**src/include/bbd_pkg.sv**
```systemverilog
// Constants, opcodes and timing for the bit and branch decoder.
// Assumes a single 20 MHz machine-cycle clock shared with the core.
package bbd_pkg;
    localparam logic [7:0] OP_NOP      = 8'h00;
    localparam logic [7:0] OP_LONG_JUMP     = 8'h02;
    localparam logic [7:0] OP_JBC      = 8'h10;
    localparam logic [7:0] OP_LONG_CALL    = 8'h12;
    localparam logic [7:0] OP_JB       = 8'h20;
    localparam logic [7:0] OP_RET      = 8'h22;
    localparam logic [7:0] OP_JNB      = 8'h30;
    localparam logic [7:0] OP_INTERRUPT_EXIT     = 8'h32;
    localparam logic [7:0] OP_JC       = 8'h40;
    localparam logic [7:0] OP_JNC      = 8'h50;
    localparam logic [7:0] OP_JZ       = 8'h60;
    localparam logic [7:0] OP_JNZ      = 8'h70;
    localparam logic [7:0] OP_ORC      = 8'h72;
    localparam logic [7:0] OP_JMPI     = 8'h73;
    localparam logic [7:0] OP_SHORT_JUMP     = 8'h80;
    localparam logic [7:0] OP_ANC      = 8'h82;
    localparam logic [7:0] OP_MOVBC    = 8'h92;
    localparam logic [7:0] OP_ORNC     = 8'hA0;
    localparam logic [7:0] OP_MOVCB    = 8'hA2;
    localparam logic [7:0] OP_ANNC     = 8'hB0;
    localparam logic [7:0] OP_CPLB     = 8'hB2;
    localparam logic [7:0] OP_CPLC     = 8'hB3;
    localparam logic [7:0] OP_CJAI     = 8'hB4;
    localparam logic [7:0] OP_CJAD     = 8'hB5;
    localparam logic [7:0] OP_CLRB     = 8'hC2;
    localparam logic [7:0] OP_CLRC     = 8'hC3;
    localparam logic [7:0] OP_SETBB    = 8'hD2;
    localparam logic [7:0] OP_SETBC    = 8'hD3;
    localparam logic [7:0] OP_DJD      = 8'hD5;
    localparam logic [3:0] HI_COMPARE_BRANCH_UNEQUAL     = 4'hB;
    localparam logic [3:0] HI_DECREMENT_BRANCH_NONZERO     = 4'hD;
    localparam logic [3:0] LO_PAGE     = 4'h1;
    localparam logic [7:0] DIRECT_RAM_TOP = 8'h7F;
    localparam logic [2:0] BIT_IN_BYTE_W  = 3'd3;
    localparam logic [15:0] PC_RESET   = 16'h0000;
    localparam logic [1:0] LEN_1       = 2'd1;
    localparam logic [1:0] LEN_2       = 2'd2;
    localparam logic [1:0] LEN_3       = 2'd3;
    localparam logic [1:0] CYC_1       = 2'd1;
    localparam logic [1:0] CYC_2       = 2'd2;
    typedef enum logic [1:0] {
        BBD_FETCH = 2'b00,
        BBD_EXEC  = 2'b01,
        BBD_DONE  = 2'b10
    } bbd_state_t;
endpackage
```
**src/hdl/bbd_decoder.sv**
```systemverilog
// Execute unit for the boolean and program-control instructions.
// Assumes the core presents all instruction bytes and operand values with
// i_start, accepts write-backs in the cycle after i_start, and takes the new counter on o_done.
`timescale 1ns/1ps
module bbd_decoder (
    input  wire logic        i_sys_clk,
    input  wire logic        i_reset_n,
    input  wire logic        i_start,
    input  wire logic [15:0] i_pc,
    input  wire logic [7:0]  i_opcode,
    input  wire logic [7:0]  i_byte2,
    input  wire logic [7:0]  i_byte3,
    input  wire logic [7:0]  i_acc,
    input  wire logic [15:0] i_data_pointer_16,
    input  wire logic [1:0]  i_bank,
    input  wire logic        i_bit_value,
    input  wire logic [7:0]  i_operand,
    input  wire logic [7:0]  i_indirect_data,
    input  wire logic [15:0] i_stack_pc,
    output logic             o_busy,
    output logic             o_done,
    output logic             o_illegal,
    output logic [15:0]      o_pc,
    output logic             o_carry,
    output logic [7:0]       o_bit_addr,
    output logic             o_bit_we,
    output logic             o_bit_wdata,
    output logic [7:0]       o_direct_addr,
    output logic             o_direct_is_sfr,
    output logic [4:0]       o_reg_addr,
    output logic [4:0]       o_indirect_ptr_addr,
    output logic             o_byte_we,
    output logic [7:0]       o_byte_wdata,
    output logic             o_push_pc,
    output logic             o_pop_pc,
    output logic             o_release_prio,
    output logic [1:0]       o_len
);
    import bbd_pkg::*;

    function automatic logic [15:0] rel_target(input logic [15:0] nxt, input logic [7:0] d);
        rel_target = nxt + {{8{d[7]}}, d};
    endfunction

    logic [1:0] len_w;
    logic [1:0] cyc_w;
    logic       known_w;

    bbd_len_table u_len (
        .i_opcode (i_opcode),
        .o_len    (len_w),
        .o_cycles (cyc_w),
        .o_known  (known_w)
    );

    bbd_state_t  state_r, state_nxt;
    logic [15:0] pc_r, pc_nxt;
    logic        carry_r, carry_nxt;
    logic        done_r, done_nxt;
    logic        ill_r, ill_nxt;
    logic [7:0]  bit_addr_r, bit_addr_nxt;
    logic        bit_we_r, bit_we_nxt;
    logic        bit_wd_r, bit_wd_nxt;
    logic        byte_we_r, byte_we_nxt;
    logic [7:0]  byte_wd_r, byte_wd_nxt;
    logic        push_r, push_nxt;
    logic        pop_r, pop_nxt;
    logic        rel_r, rel_nxt;
    logic [1:0]  len_r, len_nxt;

    logic [15:0] next_pc;
    logic [7:0]  dec_val;
    logic        is_rr_compare_branch_unequal;
    logic        is_rr_decrement_branch_nonzero;

    // Operand addressing is purely combinational from the current opcode, bank and second byte.
    assign o_reg_addr          = {i_bank, i_opcode[2:0]};
    assign o_indirect_ptr_addr = {i_bank, 2'b00, i_opcode[0]};
    assign o_direct_addr       = i_byte2;
    assign o_direct_is_sfr     = (i_byte2 > DIRECT_RAM_TOP);
    assign o_busy              = (state_r != BBD_FETCH);

    always_comb begin
        next_pc      = i_pc + {14'h0000, len_w};
        dec_val      = i_operand - 8'h01;
        is_rr_compare_branch_unequal   = (i_opcode[7:4] == HI_COMPARE_BRANCH_UNEQUAL) && i_opcode[3];
        is_rr_decrement_branch_nonzero   = (i_opcode[7:4] == HI_DECREMENT_BRANCH_NONZERO) && i_opcode[3];
        state_nxt    = state_r;
        pc_nxt       = pc_r;
        carry_nxt    = carry_r;
        done_nxt     = 1'b0;
        ill_nxt      = 1'b0;
        bit_addr_nxt = bit_addr_r;
        bit_we_nxt   = 1'b0;
        bit_wd_nxt   = bit_wd_r;
        byte_we_nxt  = 1'b0;
        byte_wd_nxt  = byte_wd_r;
        push_nxt     = 1'b0;
        pop_nxt      = 1'b0;
        rel_nxt      = 1'b0;
        len_nxt      = len_r;
        case (state_r)
            BBD_FETCH: begin
                if (i_start) begin
                    len_nxt      = len_w;
                    pc_nxt       = next_pc;
                    bit_addr_nxt = i_byte2;
                    ill_nxt      = ~known_w;
                    if (i_opcode[3:0] == LO_PAGE) begin
                        pc_nxt   = {next_pc[15:11], i_opcode[7:5], i_byte2};
                        push_nxt = i_opcode[4];
                    end else if (is_rr_compare_branch_unequal) begin
                        if (i_operand != i_byte2)
                            pc_nxt = rel_target(next_pc, i_byte3);
                    end else if (is_rr_decrement_branch_nonzero) begin
                        byte_we_nxt = 1'b1;
                        byte_wd_nxt = dec_val;
                        if (dec_val != 8'h00)
                            pc_nxt = rel_target(next_pc, i_byte2);
                    end else begin
                        case (i_opcode)
                            OP_CLRC:   carry_nxt = 1'b0;
                            OP_SETBC:  carry_nxt = 1'b1;
                            OP_CPLC:   carry_nxt = ~carry_r;
                            OP_CLRB: begin
                                bit_we_nxt = 1'b1;
                                bit_wd_nxt = 1'b0;
                            end
                            OP_SETBB: begin
                                bit_we_nxt = 1'b1;
                                bit_wd_nxt = 1'b1;
                            end
                            OP_CPLB: begin
                                bit_we_nxt = 1'b1;
                                bit_wd_nxt = ~i_bit_value;
                            end
                            OP_MOVCB:  carry_nxt = i_bit_value;
                            OP_MOVBC: begin
                                bit_we_nxt = 1'b1;
                                bit_wd_nxt = carry_r;
                            end
                            OP_ANC:    carry_nxt = carry_r & i_bit_value;
                            OP_ANNC:   carry_nxt = carry_r & ~i_bit_value;
                            OP_ORC:    carry_nxt = carry_r | i_bit_value;
                            OP_ORNC:   carry_nxt = carry_r | ~i_bit_value;
                            OP_LONG_JUMP:   pc_nxt = {i_byte2, i_byte3};
                            OP_LONG_CALL: begin
                                pc_nxt   = {i_byte2, i_byte3};
                                push_nxt = 1'b1;
                            end
                            OP_SHORT_JUMP:   pc_nxt = rel_target(next_pc, i_byte2);
                            OP_JMPI:   pc_nxt = i_data_pointer_16 + {8'h00, i_acc};
                            OP_JZ: if (i_acc == 8'h00)
                                pc_nxt = rel_target(next_pc, i_byte2);
                            OP_JNZ: if (i_acc != 8'h00)
                                pc_nxt = rel_target(next_pc, i_byte2);
                            OP_JC: if (carry_r)
                                pc_nxt = rel_target(next_pc, i_byte2);
                            OP_JNC: if (!carry_r)
                                pc_nxt = rel_target(next_pc, i_byte2);
                            OP_JB: if (i_bit_value)
                                pc_nxt = rel_target(next_pc, i_byte3);
                            OP_JNB: if (!i_bit_value)
                                pc_nxt = rel_target(next_pc, i_byte3);
                            OP_JBC: if (i_bit_value) begin
                                pc_nxt     = rel_target(next_pc, i_byte3);
                                bit_we_nxt = 1'b1;
                                bit_wd_nxt = 1'b0;
                            end
                            OP_CJAI: if (i_acc != i_byte2)
                                pc_nxt = rel_target(next_pc, i_byte3);
                            OP_CJAD: if (i_acc != i_operand)
                                pc_nxt = rel_target(next_pc, i_byte3);
                            8'hB6, 8'hB7: if (i_indirect_data != i_byte2)
                                pc_nxt = rel_target(next_pc, i_byte3);
                            OP_DJD: begin
                                byte_we_nxt = 1'b1;
                                byte_wd_nxt = dec_val;
                                if (dec_val != 8'h00)
                                    pc_nxt = rel_target(next_pc, i_byte3);
                            end
                            OP_RET, OP_INTERRUPT_EXIT: begin
                                pc_nxt  = i_stack_pc;
                                pop_nxt = 1'b1;
                                rel_nxt = (i_opcode == OP_INTERRUPT_EXIT);
                            end
                            default: pc_nxt = next_pc;
                        endcase
                    end
                    if (cyc_w == CYC_2) begin
                        state_nxt = BBD_EXEC;
                    end else begin
                        done_nxt = 1'b1;
                    end
                end
            end
            BBD_EXEC: begin
                done_nxt  = 1'b1;
                state_nxt = BBD_FETCH;
            end
            default: state_nxt = BBD_FETCH;
        endcase
    end

    always_ff @(posedge i_sys_clk or negedge i_reset_n) begin
        if (!i_reset_n) begin
            state_r    <= BBD_FETCH;
            pc_r       <= PC_RESET;
            carry_r    <= 1'b0;
            done_r     <= 1'b0;
            ill_r      <= 1'b0;
            bit_addr_r <= 8'h00;
            bit_we_r   <= 1'b0;
            bit_wd_r   <= 1'b0;
            byte_we_r  <= 1'b0;
            byte_wd_r  <= 8'h00;
            push_r     <= 1'b0;
            pop_r      <= 1'b0;
            rel_r      <= 1'b0;
            len_r      <= 2'd0;
        end else begin
            state_r    <= state_nxt;
            pc_r       <= pc_nxt;
            carry_r    <= carry_nxt;
            done_r     <= done_nxt;
            ill_r      <= ill_nxt;
            bit_addr_r <= bit_addr_nxt;
            bit_we_r   <= bit_we_nxt;
            bit_wd_r   <= bit_wd_nxt;
            byte_we_r  <= byte_we_nxt;
            byte_wd_r  <= byte_wd_nxt;
            push_r     <= push_nxt;
            pop_r      <= pop_nxt;
            rel_r      <= rel_nxt;
            len_r      <= len_nxt;
        end
    end

    assign o_done         = done_r;
    assign o_illegal      = ill_r;
    assign o_pc           = pc_r;
    assign o_carry        = carry_r;
    assign o_bit_addr     = bit_addr_r;
    assign o_bit_we       = bit_we_r;
    assign o_bit_wdata    = bit_wd_r;
    assign o_byte_we      = byte_we_r;
    assign o_byte_wdata   = byte_wd_r;
    assign o_push_pc      = push_r;
    assign o_pop_pc       = pop_r;
    assign o_release_prio = rel_r;
    assign o_len          = len_r;

    AST_CARRY_ONE_CYCLE: assert property (@(posedge i_sys_clk) disable iff (!i_reset_n)
        (state_r == BBD_FETCH && i_start && i_opcode == OP_SETBC) |=> (o_done && o_carry))
        else $error("carry set did not finish in one cycle");
    AST_CLR_CARRY: assert property (@(posedge i_sys_clk) disable iff (!i_reset_n)
        (state_r == BBD_FETCH && i_start && i_opcode == OP_CLRC) |=> (!o_carry && o_len == 2'd1))
        else $error("carry clear wrong");
    AST_AND_TWO_CYCLES: assert property (@(posedge i_sys_clk) disable iff (!i_reset_n)
        (state_r == BBD_FETCH && i_start && i_opcode == OP_ANC) |=> !o_done ##1 o_done)
        else $error("bit and to carry not two cycles");
    AST_OR_RESULT: assert property (@(posedge i_sys_clk) disable iff (!i_reset_n)
        (state_r == BBD_FETCH && i_start && i_opcode == OP_ORNC && !i_bit_value) |=> o_carry)
        else $error("or complement into carry wrong");
    AST_MOV_BIT_CARRY: assert property (@(posedge i_sys_clk) disable iff (!i_reset_n)
        (state_r == BBD_FETCH && i_start && i_opcode == OP_MOVBC)
        |=> (o_bit_we && o_bit_wdata == $past(carry_r) && !o_done) ##1 o_done)
        else $error("carry to bit wrong");
    AST_LONG_JUMP: assert property (@(posedge i_sys_clk) disable iff (!i_reset_n)
        (state_r == BBD_FETCH && i_start && i_opcode == OP_LONG_JUMP)
        |=> (o_pc == {$past(i_byte2), $past(i_byte3)} && o_len == 2'd3))
        else $error("long jump target wrong");
    AST_PAGE_JUMP: assert property (@(posedge i_sys_clk) disable iff (!i_reset_n)
        (state_r == BBD_FETCH && i_start && i_opcode[4:0] == 5'h01)
        |=> (o_pc[10:0] == {$past(i_opcode[7:5]), $past(i_byte2)} && !o_push_pc))
        else $error("page jump target wrong");
    AST_SHORT_JUMP: assert property (@(posedge i_sys_clk) disable iff (!i_reset_n)
        (state_r == BBD_FETCH && i_start && i_opcode == OP_SHORT_JUMP)
        |=> o_pc == $past(i_pc) + 16'd2 + {{8{$past(i_byte2[7])}}, $past(i_byte2)})
        else $error("short jump target wrong");
    AST_JZ_FALL: assert property (@(posedge i_sys_clk) disable iff (!i_reset_n)
        (state_r == BBD_FETCH && i_start && i_opcode == OP_JZ && i_acc != 8'h00)
        |=> o_pc == $past(i_pc) + 16'd2)
        else $error("accumulator zero branch taken wrongly");
    AST_JBC_CLEAR: assert property (@(posedge i_sys_clk) disable iff (!i_reset_n)
        (state_r == BBD_FETCH && i_start && i_opcode == OP_JBC && i_bit_value)
        |=> (o_bit_we && !o_bit_wdata))
        else $error("test and clear did not clear bit");
endmodule

```
**src/hdl/bbd_len_table.sv**
```systemverilog
// Instruction length and cycle count lookup for the decoder.
// Assumes the opcode is valid for the whole cycle in which it is read.
`timescale 1ns/1ps
module bbd_len_table (
    input  wire logic [7:0] i_opcode,
    output logic      [1:0] o_len,
    output logic      [1:0] o_cycles,
    output logic            o_known
);
    import bbd_pkg::*;

    always_comb begin
        o_len    = LEN_1;
        o_cycles = CYC_1;
        o_known  = 1'b1;
        if (i_opcode[3:0] == LO_PAGE) begin
            o_len    = LEN_2;
            o_cycles = CYC_2;
        end else if (i_opcode[7:4] == HI_COMPARE_BRANCH_UNEQUAL && i_opcode[3]) begin
            o_len    = LEN_3;
            o_cycles = CYC_2;
        end else if (i_opcode[7:4] == HI_DECREMENT_BRANCH_NONZERO && i_opcode[3]) begin
            o_len    = LEN_2;
            o_cycles = CYC_2;
        end else begin
            case (i_opcode)
                OP_CLRC, OP_SETBC, OP_CPLC, OP_NOP: begin
                    o_len    = LEN_1;
                    o_cycles = CYC_1;
                end
                OP_CLRB, OP_SETBB, OP_CPLB, OP_MOVCB: begin
                    o_len    = LEN_2;
                    o_cycles = CYC_1;
                end
                OP_ANC, OP_ANNC, OP_ORC, OP_ORNC, OP_MOVBC, OP_SHORT_JUMP,
                OP_JZ, OP_JNZ, OP_JC, OP_JNC: begin
                    o_len    = LEN_2;
                    o_cycles = CYC_2;
                end
                OP_LONG_JUMP, OP_LONG_CALL, OP_JB, OP_JNB, OP_JBC,
                OP_CJAI, OP_CJAD, 8'hB6, 8'hB7, OP_DJD: begin
                    o_len    = LEN_3;
                    o_cycles = CYC_2;
                end
                OP_RET, OP_INTERRUPT_EXIT, OP_JMPI: begin
                    o_len    = LEN_1;
                    o_cycles = CYC_2;
                end
                default: begin
                    o_known = 1'b0;
                end
            endcase
        end
    end
endmodule

```
**config.mk**
```make
export PLATFORM = sky130hd
export DESIGN_NAME = bbd_decoder
export DESIGN_NICKNAME = d
export VERILOG_FILES = /design/src/include/bbd_pkg.sv /design/src/hdl/bbd_decoder.sv /design/src/hdl/bbd_len_table.sv
export SDC_FILE = /design/constraint.sdc
export NUM_CORES = 1
export LEC_CHECK = 0
export BUFFER_PORTS_ARGS = -buffer_cell sky130_fd_sc_hd__buf_2
export CORE_MARGIN = 4
export CORE_UTILIZATION = 50
export DETAILED_ROUTE_END_ITERATION = 10
export GPL_ROUTABILITY_DRIVEN = 1
export GPL_TIMING_DRIVEN = 0
export PLACE_DENSITY_LB_ADDON = 0.1
export RECOVER_POWER = 25
export REMOVE_ABC_BUFFERS = 1
export SETUP_SLACK_MARGIN = 0.1
export SYNTH_ARGS = -nofsm -noshare
export SYNTH_HDL_FRONTEND = slang
export SYNTH_SLANG_ARGS = --single-unit
```
**constraint.sdc**
```tcl
create_clock -name i_sys_clk -period 2.7 [get_ports i_sys_clk]
set_clock_uncertainty 0.2 [all_clocks]
set_input_delay 0.54 -clock i_sys_clk [delete_from_list [all_inputs] [get_ports i_sys_clk]]
set_output_delay 0.54 -clock i_sys_clk [all_outputs]
set_load 0.01 [all_outputs]
```
Word level (Yosys, flattened, before mapping)

Index checks and enable logic that the tools add are counted.

Mux-type cells: 72
Magnitude comparators: 1
Eq/ne operators: 42
Add/sub/neg operators: 5
Bitwise logic cells: 10
Reduce and logical (&&, ||, !) cells: 25

Operators with widths:

| kind                                                          | count |
|---|---|
| 2-to-1 mux 16 bit                                             | 15 |
| case mux 16 bit (14 select lines)                             | 1 |
| == test 8 bit, second input constant                          | 17 |
| == test 8 x 7 -> 1 bit, second input constant                 | 6 |
| 2-to-1 mux 1 bit                                              | 39 |
| adder 16 bit                                                  | 2 |
| == test 8 x 6 -> 1 bit, second input constant                 | 4 |
| != test 8 bit                                                 | 4 |
| OR reduction 31 bit                                           | 1 |
| nonzero test 8 bit                                            | 3 |
| OR reduction 23 bit                                           | 1 |
| 2-to-1 mux 2 bit                                              | 10 |
| adder 16 x 2 -> 16 bit                                        | 1 |
| adder 16 x 8 -> 16 bit                                        | 1 |
| == test 8 x 5 -> 1 bit, second input constant                 | 2 |
| zero test 8 bit                                               | 2 |
| 2-to-1 mux 8 bit                                              | 2 |
| OR reduction 14 bit                                           | 1 |
| OR reduction 10 bit                                           | 1 |
| == test 4 bit, second input constant                          | 2 |
| == test 8 x 2 -> 1 bit, second input constant                 | 1 |
| greater-than comparator 8 x 7 -> 1 bit, second input constant | 1 |
| case mux 1 bit (8 select lines)                               | 1 |
| OR reduction 2 bit                                            | 4 |
| other kinds (20)                                              | 33 |

Output and inout bits: 63
Bits of input ports: 102
Register bits: 45
Logic and storage cells: 169

Longest topological paths before layout

Depth after elaboration: 13
Gate-level depth with buffers: 26
Depth with buffers taken out: 25

Cells and area by module

From an unflattened synthesis, not the netlist that was laid out.

Cell total of the unflattened synthesis: 937
Area total of the unflattened synthesis: 7111.8 um2

By module, submodules not included:

| module        | area each (um2) | instances | cells an instance | sequential area each (um2) |
|---|---|---|---|---|
| bbd_decoder   | 6727.7          | 1         | 882               | 1101.1 |
| bbd_len_table | 384.1           | 1         | 55                | 0.0 |

Least setup slack after synthesis

Ideal clock, no wire load.

Path kind: input port to flip-flop
Start: input port i_opcode[5]
End: register pc_r[14] (netlist: o_pc[14])
Library setup time: 0.131 ns
Slack: -2.947 ns
Arrival: 5.315 ns
Cell stages on the path: 24
Buffers on the path: 5
Required time: 2.369 ns
Path through: clkbuf_1 -> buf_1 -> buf_2 -> buf_2 -> nor2_1 -> nor4_1 -> inv_1 -> ha_1 -> a21oi_1 -> nor3b_1 -> nor3b_1 -> xnor2_1 -> inv_1 -> ha_1 -> clkbuf_1 -> a21o_1 -> a21oi_1 -> nor2b_1 -> a311oi_1 -> o21ai_0 -> xnor2_1 -> o221ai_1 -> o311ai_1 -> a31oi_1

Word-level cells in the longest chain between the ends: 13
Elaborated cells between the ends (all ways): 60
Those cells by class: add/sub (3); eq/ne (29); mux (20); reduce/logical (8)

RTL lines:

| what                                                                 | line                | source |
|---|---|---|
| start, declared                                                      | bbd_decoder.sv:10   | `input wire logic [7:0] i_opcode,` |
| == test 8 bit (tied with other cells)                                | bbd_len_table.sv:26 | `case (i_opcode)` |
| OR reduction 14 bit (no line) or OR reduction 10 bit (tied branches) | n/a                 |  |
| case mux 2 bit (2 select lines)                                      | bbd_len_table.sv:26 |  |
| 2-to-1 mux 2 bit                                                     | bbd_len_table.sv:22 | `end else if (i_opcode[7:4] == HI_DECREMENT_BRANCH_NONZERO && i_opcode[3]) begin` |
| 2-to-1 mux 2 bit (*)                                                 | bbd_len_table.sv:19 | `end else if (i_opcode[7:4] == HI_COMPARE_BRANCH_UNEQUAL && i_opcode[3]) begin` |
| 2-to-1 mux 2 bit (*)                                                 | bbd_len_table.sv:16 | `if (i_opcode[3:0] == LO_PAGE) begin` |
| via len_w[1]                                                         | bbd_decoder.sv:45   | `logic [1:0] len_w;` |
| adder 16 x 2 -> 16 bit (*)                                           | bbd_decoder.sv:84   | `next_pc = i_pc + {14'h0000, len_w};` |
| adder 16 bit                                                         | bbd_decoder.sv:42   | `rel_target = nxt + {{8{d[7]}}, d};` |
| 2-to-1 mux 16 bit (tied with other cells)                            | bbd_decoder.sv:179  | `if (dec_val != 8'h00)` |
| case mux 16 bit (14 select lines)                                    | bbd_decoder.sv:121  | `case (i_opcode)` |
| 2-to-1 mux 16 bit                                                    | bbd_decoder.sv:115  | `end else if (is_rr_decrement_branch_nonzero) begin` |
| 2-to-1 mux 16 bit                                                    | bbd_decoder.sv:112  | `end else if (is_rr_compare_branch_unequal) begin` |
| 2-to-1 mux 16 bit (*)                                                | bbd_decoder.sv:109  | `if (i_opcode[3:0] == LO_PAGE) begin` |
| end signal, assigned                                                 | bbd_decoder.sv:223  | `pc_r <= pc_nxt;` |
| end, declared                                                        | bbd_decoder.sv:57   | `logic [15:0] pc_r, pc_nxt;` |

Mark *: on every way through the listed nets, which the timed path passes. The rest lies on a longest branch.
A chain may end at the register's enable or synchronous reset.

Worst setup path in the final report

Start: input port i_opcode[2]
End: register pc_r[14] (netlist: o_pc[14])

Word-level cells in the longest chain between the ends: 13
Elaborated cells between the ends (all ways): 57
Those cells by class: add/sub (3); eq/ne (28); mux (20); reduce/logical (6)

RTL lines:

| what                                                                 | line |
|---|---|
| == test 8 bit (tied with other cells)                                | bbd_len_table.sv:26 |
| OR reduction 14 bit (no line) or OR reduction 10 bit (tied branches) | n/a |
| case mux 2 bit (2 select lines)                                      | bbd_len_table.sv:26 |
| 2-to-1 mux 2 bit                                                     | bbd_len_table.sv:22 |
| 2-to-1 mux 2 bit                                                     | bbd_len_table.sv:19 |
| 2-to-1 mux 2 bit                                                     | bbd_len_table.sv:16 |
| adder 16 x 2 -> 16 bit                                               | bbd_decoder.sv:84 |
| adder 16 bit                                                         | bbd_decoder.sv:42 |
| 2-to-1 mux 16 bit (tied with other cells)                            | bbd_decoder.sv:179 |
| case mux 16 bit (14 select lines)                                    | bbd_decoder.sv:121 |
| 2-to-1 mux 16 bit                                                    | bbd_decoder.sv:115 |
| 2-to-1 mux 16 bit                                                    | bbd_decoder.sv:112 |
| 2-to-1 mux 16 bit (*)                                                | bbd_decoder.sv:109 |

Mark *: on every way between the ends. The rest lies on a longest branch, timed or not.

==> flow_summary.toml <==
[synth]
synth.top_cell.area_share_pct = 16.8
yosysSeqAreaShare_pct = 16.8
syn_inst = 872
syn_area_um2 = 6560
synthTopCellsByArea = "dfrtp_1 (17%), ha_1 (8.8%), xnor2_1 (8.5%)"
synth_ff_type = "dfrtp_1"
yosysWarnings = 0
synthTopCellsByCount = "nand2_1 (88), o21ai_0 (69), nor2_1 (67)"
synth.most_common_cell = "nand2_1"
yosysTopAreaCell = "dfrtp_1"
ys_async_sr_fraction_pct = 100
ys_types = 81
synth_area_per_cell_um2 = 7.52
ys_seq_elements = 44
synth_edf_count = 0

[critical_path]
cp-start-kind = "input port"
regToRegSetupSlack_ns = -0.16
path_cells = "buf_8 > or4_4 > or3_4 > o211ai_4 > nor4_4 > buf_4 > fa_2 > nor2_4 > nand3_4 > nor2_4 > xnor2_4 > inv_2 > ha_4 > a21o_1 > a21oi_2 > nor2b_1 > a311oi_1 > o21ai_1 > xnor2_2 > o221ai_2 > o311ai_2 > a31oi_1"
worstSetupPathType = "input port to flip-flop"
cp_common_cell = "nor2_4"
cp_data_arrival_time_ns = 5.21
end_kind = "flip-flop"
cpPeakStageDelay_ns = 0.53
cp.required_ns = 2.67
critPathMaxFanout = 5
slowest_stage = "or4_4"

[placed_design]
hpwlAfterDp_mm = 17.5
placed_cell_area_um2 = 7230
place_ws_ns = -4.86
place.gp.congestion = 0.991
io_buffers = 156

[floorplan]
ios = 165
die_h_um = 123
die-area_um2 = 15000
fp-row-count = 41
start_util_pct = 51.5
core_um2 = 12700
die_w_um = 123

[route]
routed_via_density = 6.56
ant_nets = 0
wl_mm = 27.1
drc = 0
drtPass1Iterations = 6
detail_route.wl_per_cell_um = 22.5
via_count = 7919
drtIter0Drc = 1063

[timing]
post-route-min-period_ns = 5.24
finalSetupViolations = 16
report.final.slew_viol_count = 0
post-route-period-util_pct = 194
rsz0062_at_grt = "yes"
final.setup.worst_slack_ns = -2.54
tightestPinTransition_ns = 1.19
slew-limit-headroom_pct = 21.0
hold_viol = 0
fmax_mhz = 191

[pwr]
p_leak_uw = 0.00399
p_per_area_nw_per_um2 = 377
ir_drop_mv = 0.228

[final_layout]
fillers = 1023
drive_gt1_share_pct = 39.7
final_area_um2 = 9260
area_growth_pct = 41.2
nets = 1186

[run]
maxCapViolations = 0

[clock_network]
clk_latency_ns = 0.29
h-tree-depth = 2
clockRootBuffer = "clkbuf_16"
cts_tree = "built"
clk_pin_slew_ns = 0.07
clock_path_buffers = 2
cts_hold_buf = 0
cts-buffers-inserted = 5
cts.sinks = 44

[grt]
grt_start_max_net_pins = 45
grt_usage_pct = 34.4
antenna_found_initial = 1
grt_pass1_vias = 7452
grt_pass1_wl_mm = 40.2
overflow = 0

[run_status]
status = "finished with violations"
violations = "negative setup slack"

[min_path]
hold_path_class = "input port to async pin"
sequential cells by signal (all words and copies together) (netlist names):
register	count
o_carry	1
o_byte_we	1
o_done	1
o_byte_wdata	8
o_release_prio	1
o_pop_pc	1
o_len	2
o_bit_wdata	1
o_illegal	1
o_push_pc	1
o_bit_we	1
state_r	1
o_pc	16
o_bit_addr	8
kinds of logic after synthesis:
| logic type | count (synthesis) | share of synthesized area, % |
|---|---|---|
| other | 1 | 0.0572 |
| AOI/OAI and AO/OA | 264 | 26.7 |
| buffers and inverters | 97 | 6.89 |
| adders and majority gates | 50 | 10.0 |
| and+or+nand+nor | 292 | 22.1 |
| DFF | 44 | 16.8 |
| xor gates and xnor gates | 94 | 12.6 |
| muxes | 30 | 4.92 |
final timing paths:
path	startpoint	end	cells after the start
max	i_opcode[2]	o_pc[14]	22
min	i_reset_n	o_byte_wdata[3]	1
max reg2reg	o_carry	o_pc[11]	7
min reg2reg	o_bit_addr[7]	o_bit_addr[7]	2
max in group asynchronous	i_reset_n	o_carry	1
min in group i_sys_clk	o_bit_addr[7]	o_bit_addr[7]	2
worst max-delay path: cells and delay by family:
family,cells,cell delay (ns)
and+or+nand+nor,7,1.66
buffers and inverters,3,0.35
adders and majority gates,2,0.57
xor gates and xnor gates,2,0.46
AOI/OAI and AO/OA,8,1.60
cell type report:
cell class	count	area [µm²]	share of cell area, %
clock buffer	5	125	1.35
antenna	1	2.50	0.0270
tap	172	215	2.32
multi-input combinational	733	6300	68.0
clock inverter	3	23.8	0.257
timing repair buffer	222	1380	14.9
inverter	28	109	1.18
sequential	44	1100	11.9
metal layers:
layer | track usage (%) | vias to the layer above | wire length (µm)
li1 | - | 3493 | -
met1 | 43.9 | 3737 | 10200
met2 | 57.0 | 562 | 12600
met3 | 5.39 | 127 | 2880
met4 | 16.4 | 0 | 1470
met5 | 0 | - | 0
stage by stage:
step / setup TNS (ns) / hold WS, ns / std cells / util (%) / total power, µW
final: -30.16 / 0.267 / 1208 / 72.8 / 3490
after global routing: -31.89 / 0.299 / 1208 / 72.8 / 3650
after CTS: -27.57 / 0.274 / 1192 / 69.3 / 3260
after detailed placement: -78.75 / 0.260 / 1133 / 56.8 / 2240
after global placement: -78.67 / 0.255 / 1132 / 56.7 / 2230
after floorplan: -27.54 / 0.0444 / 804 / - / 1700
layout by cell type, fill, tap and decap left out, types with 10 or more instances in the layout:
| cell type | synthesis | layout |
|---|---|---|
| nor2_4 | 0 | 10 |
| buf_4 | 19 | 61 |
| ha_1 | 46 | 22 |
| nand3_1 | 24 | 18 |
| nand4_1 | 11 | 11 |
| ha_4 | 0 | 22 |
| o21ai_1 | 9 | 23 |
| xor2_1 | 30 | 22 |
| nor2b_1 | 14 | 11 |
| nand2_1 | 88 | 83 |
| a21o_1 | 23 | 23 |
| o211ai_1 | 16 | 16 |
| inv_1 | 28 | 19 |
| a21oi_2 | 0 | 12 |
| nor3_1 | 16 | 13 |
| xnor2_2 | 0 | 16 |
| nor2_1 | 67 | 54 |
| mux2i_1 | 21 | 21 |
| dfrtp_1 | 44 | 44 |
| o21ai_0 | 69 | 45 |
| a21oi_1 | 53 | 35 |
| buf_2 | 11 | 147 |
| xnor2_1 | 64 | 44 |
power breakdown:
part	switching, µW	internal (µW)	leakage (µW)
Clock	288	345	0.0000660
Sequential	55.6	750	0.000547
Combinational	1140	915	0.00337
what timing repair did:
item / in CTS / in global routing
setup buffers: 50 / 15
gates resized for setup: 214 / 54
gates cloned: 1 / 0
pin swaps: 104 / 55
endpoints found under the setup margin: 35 / 27
Note: power is estimated with default switching activity, not from simulation.
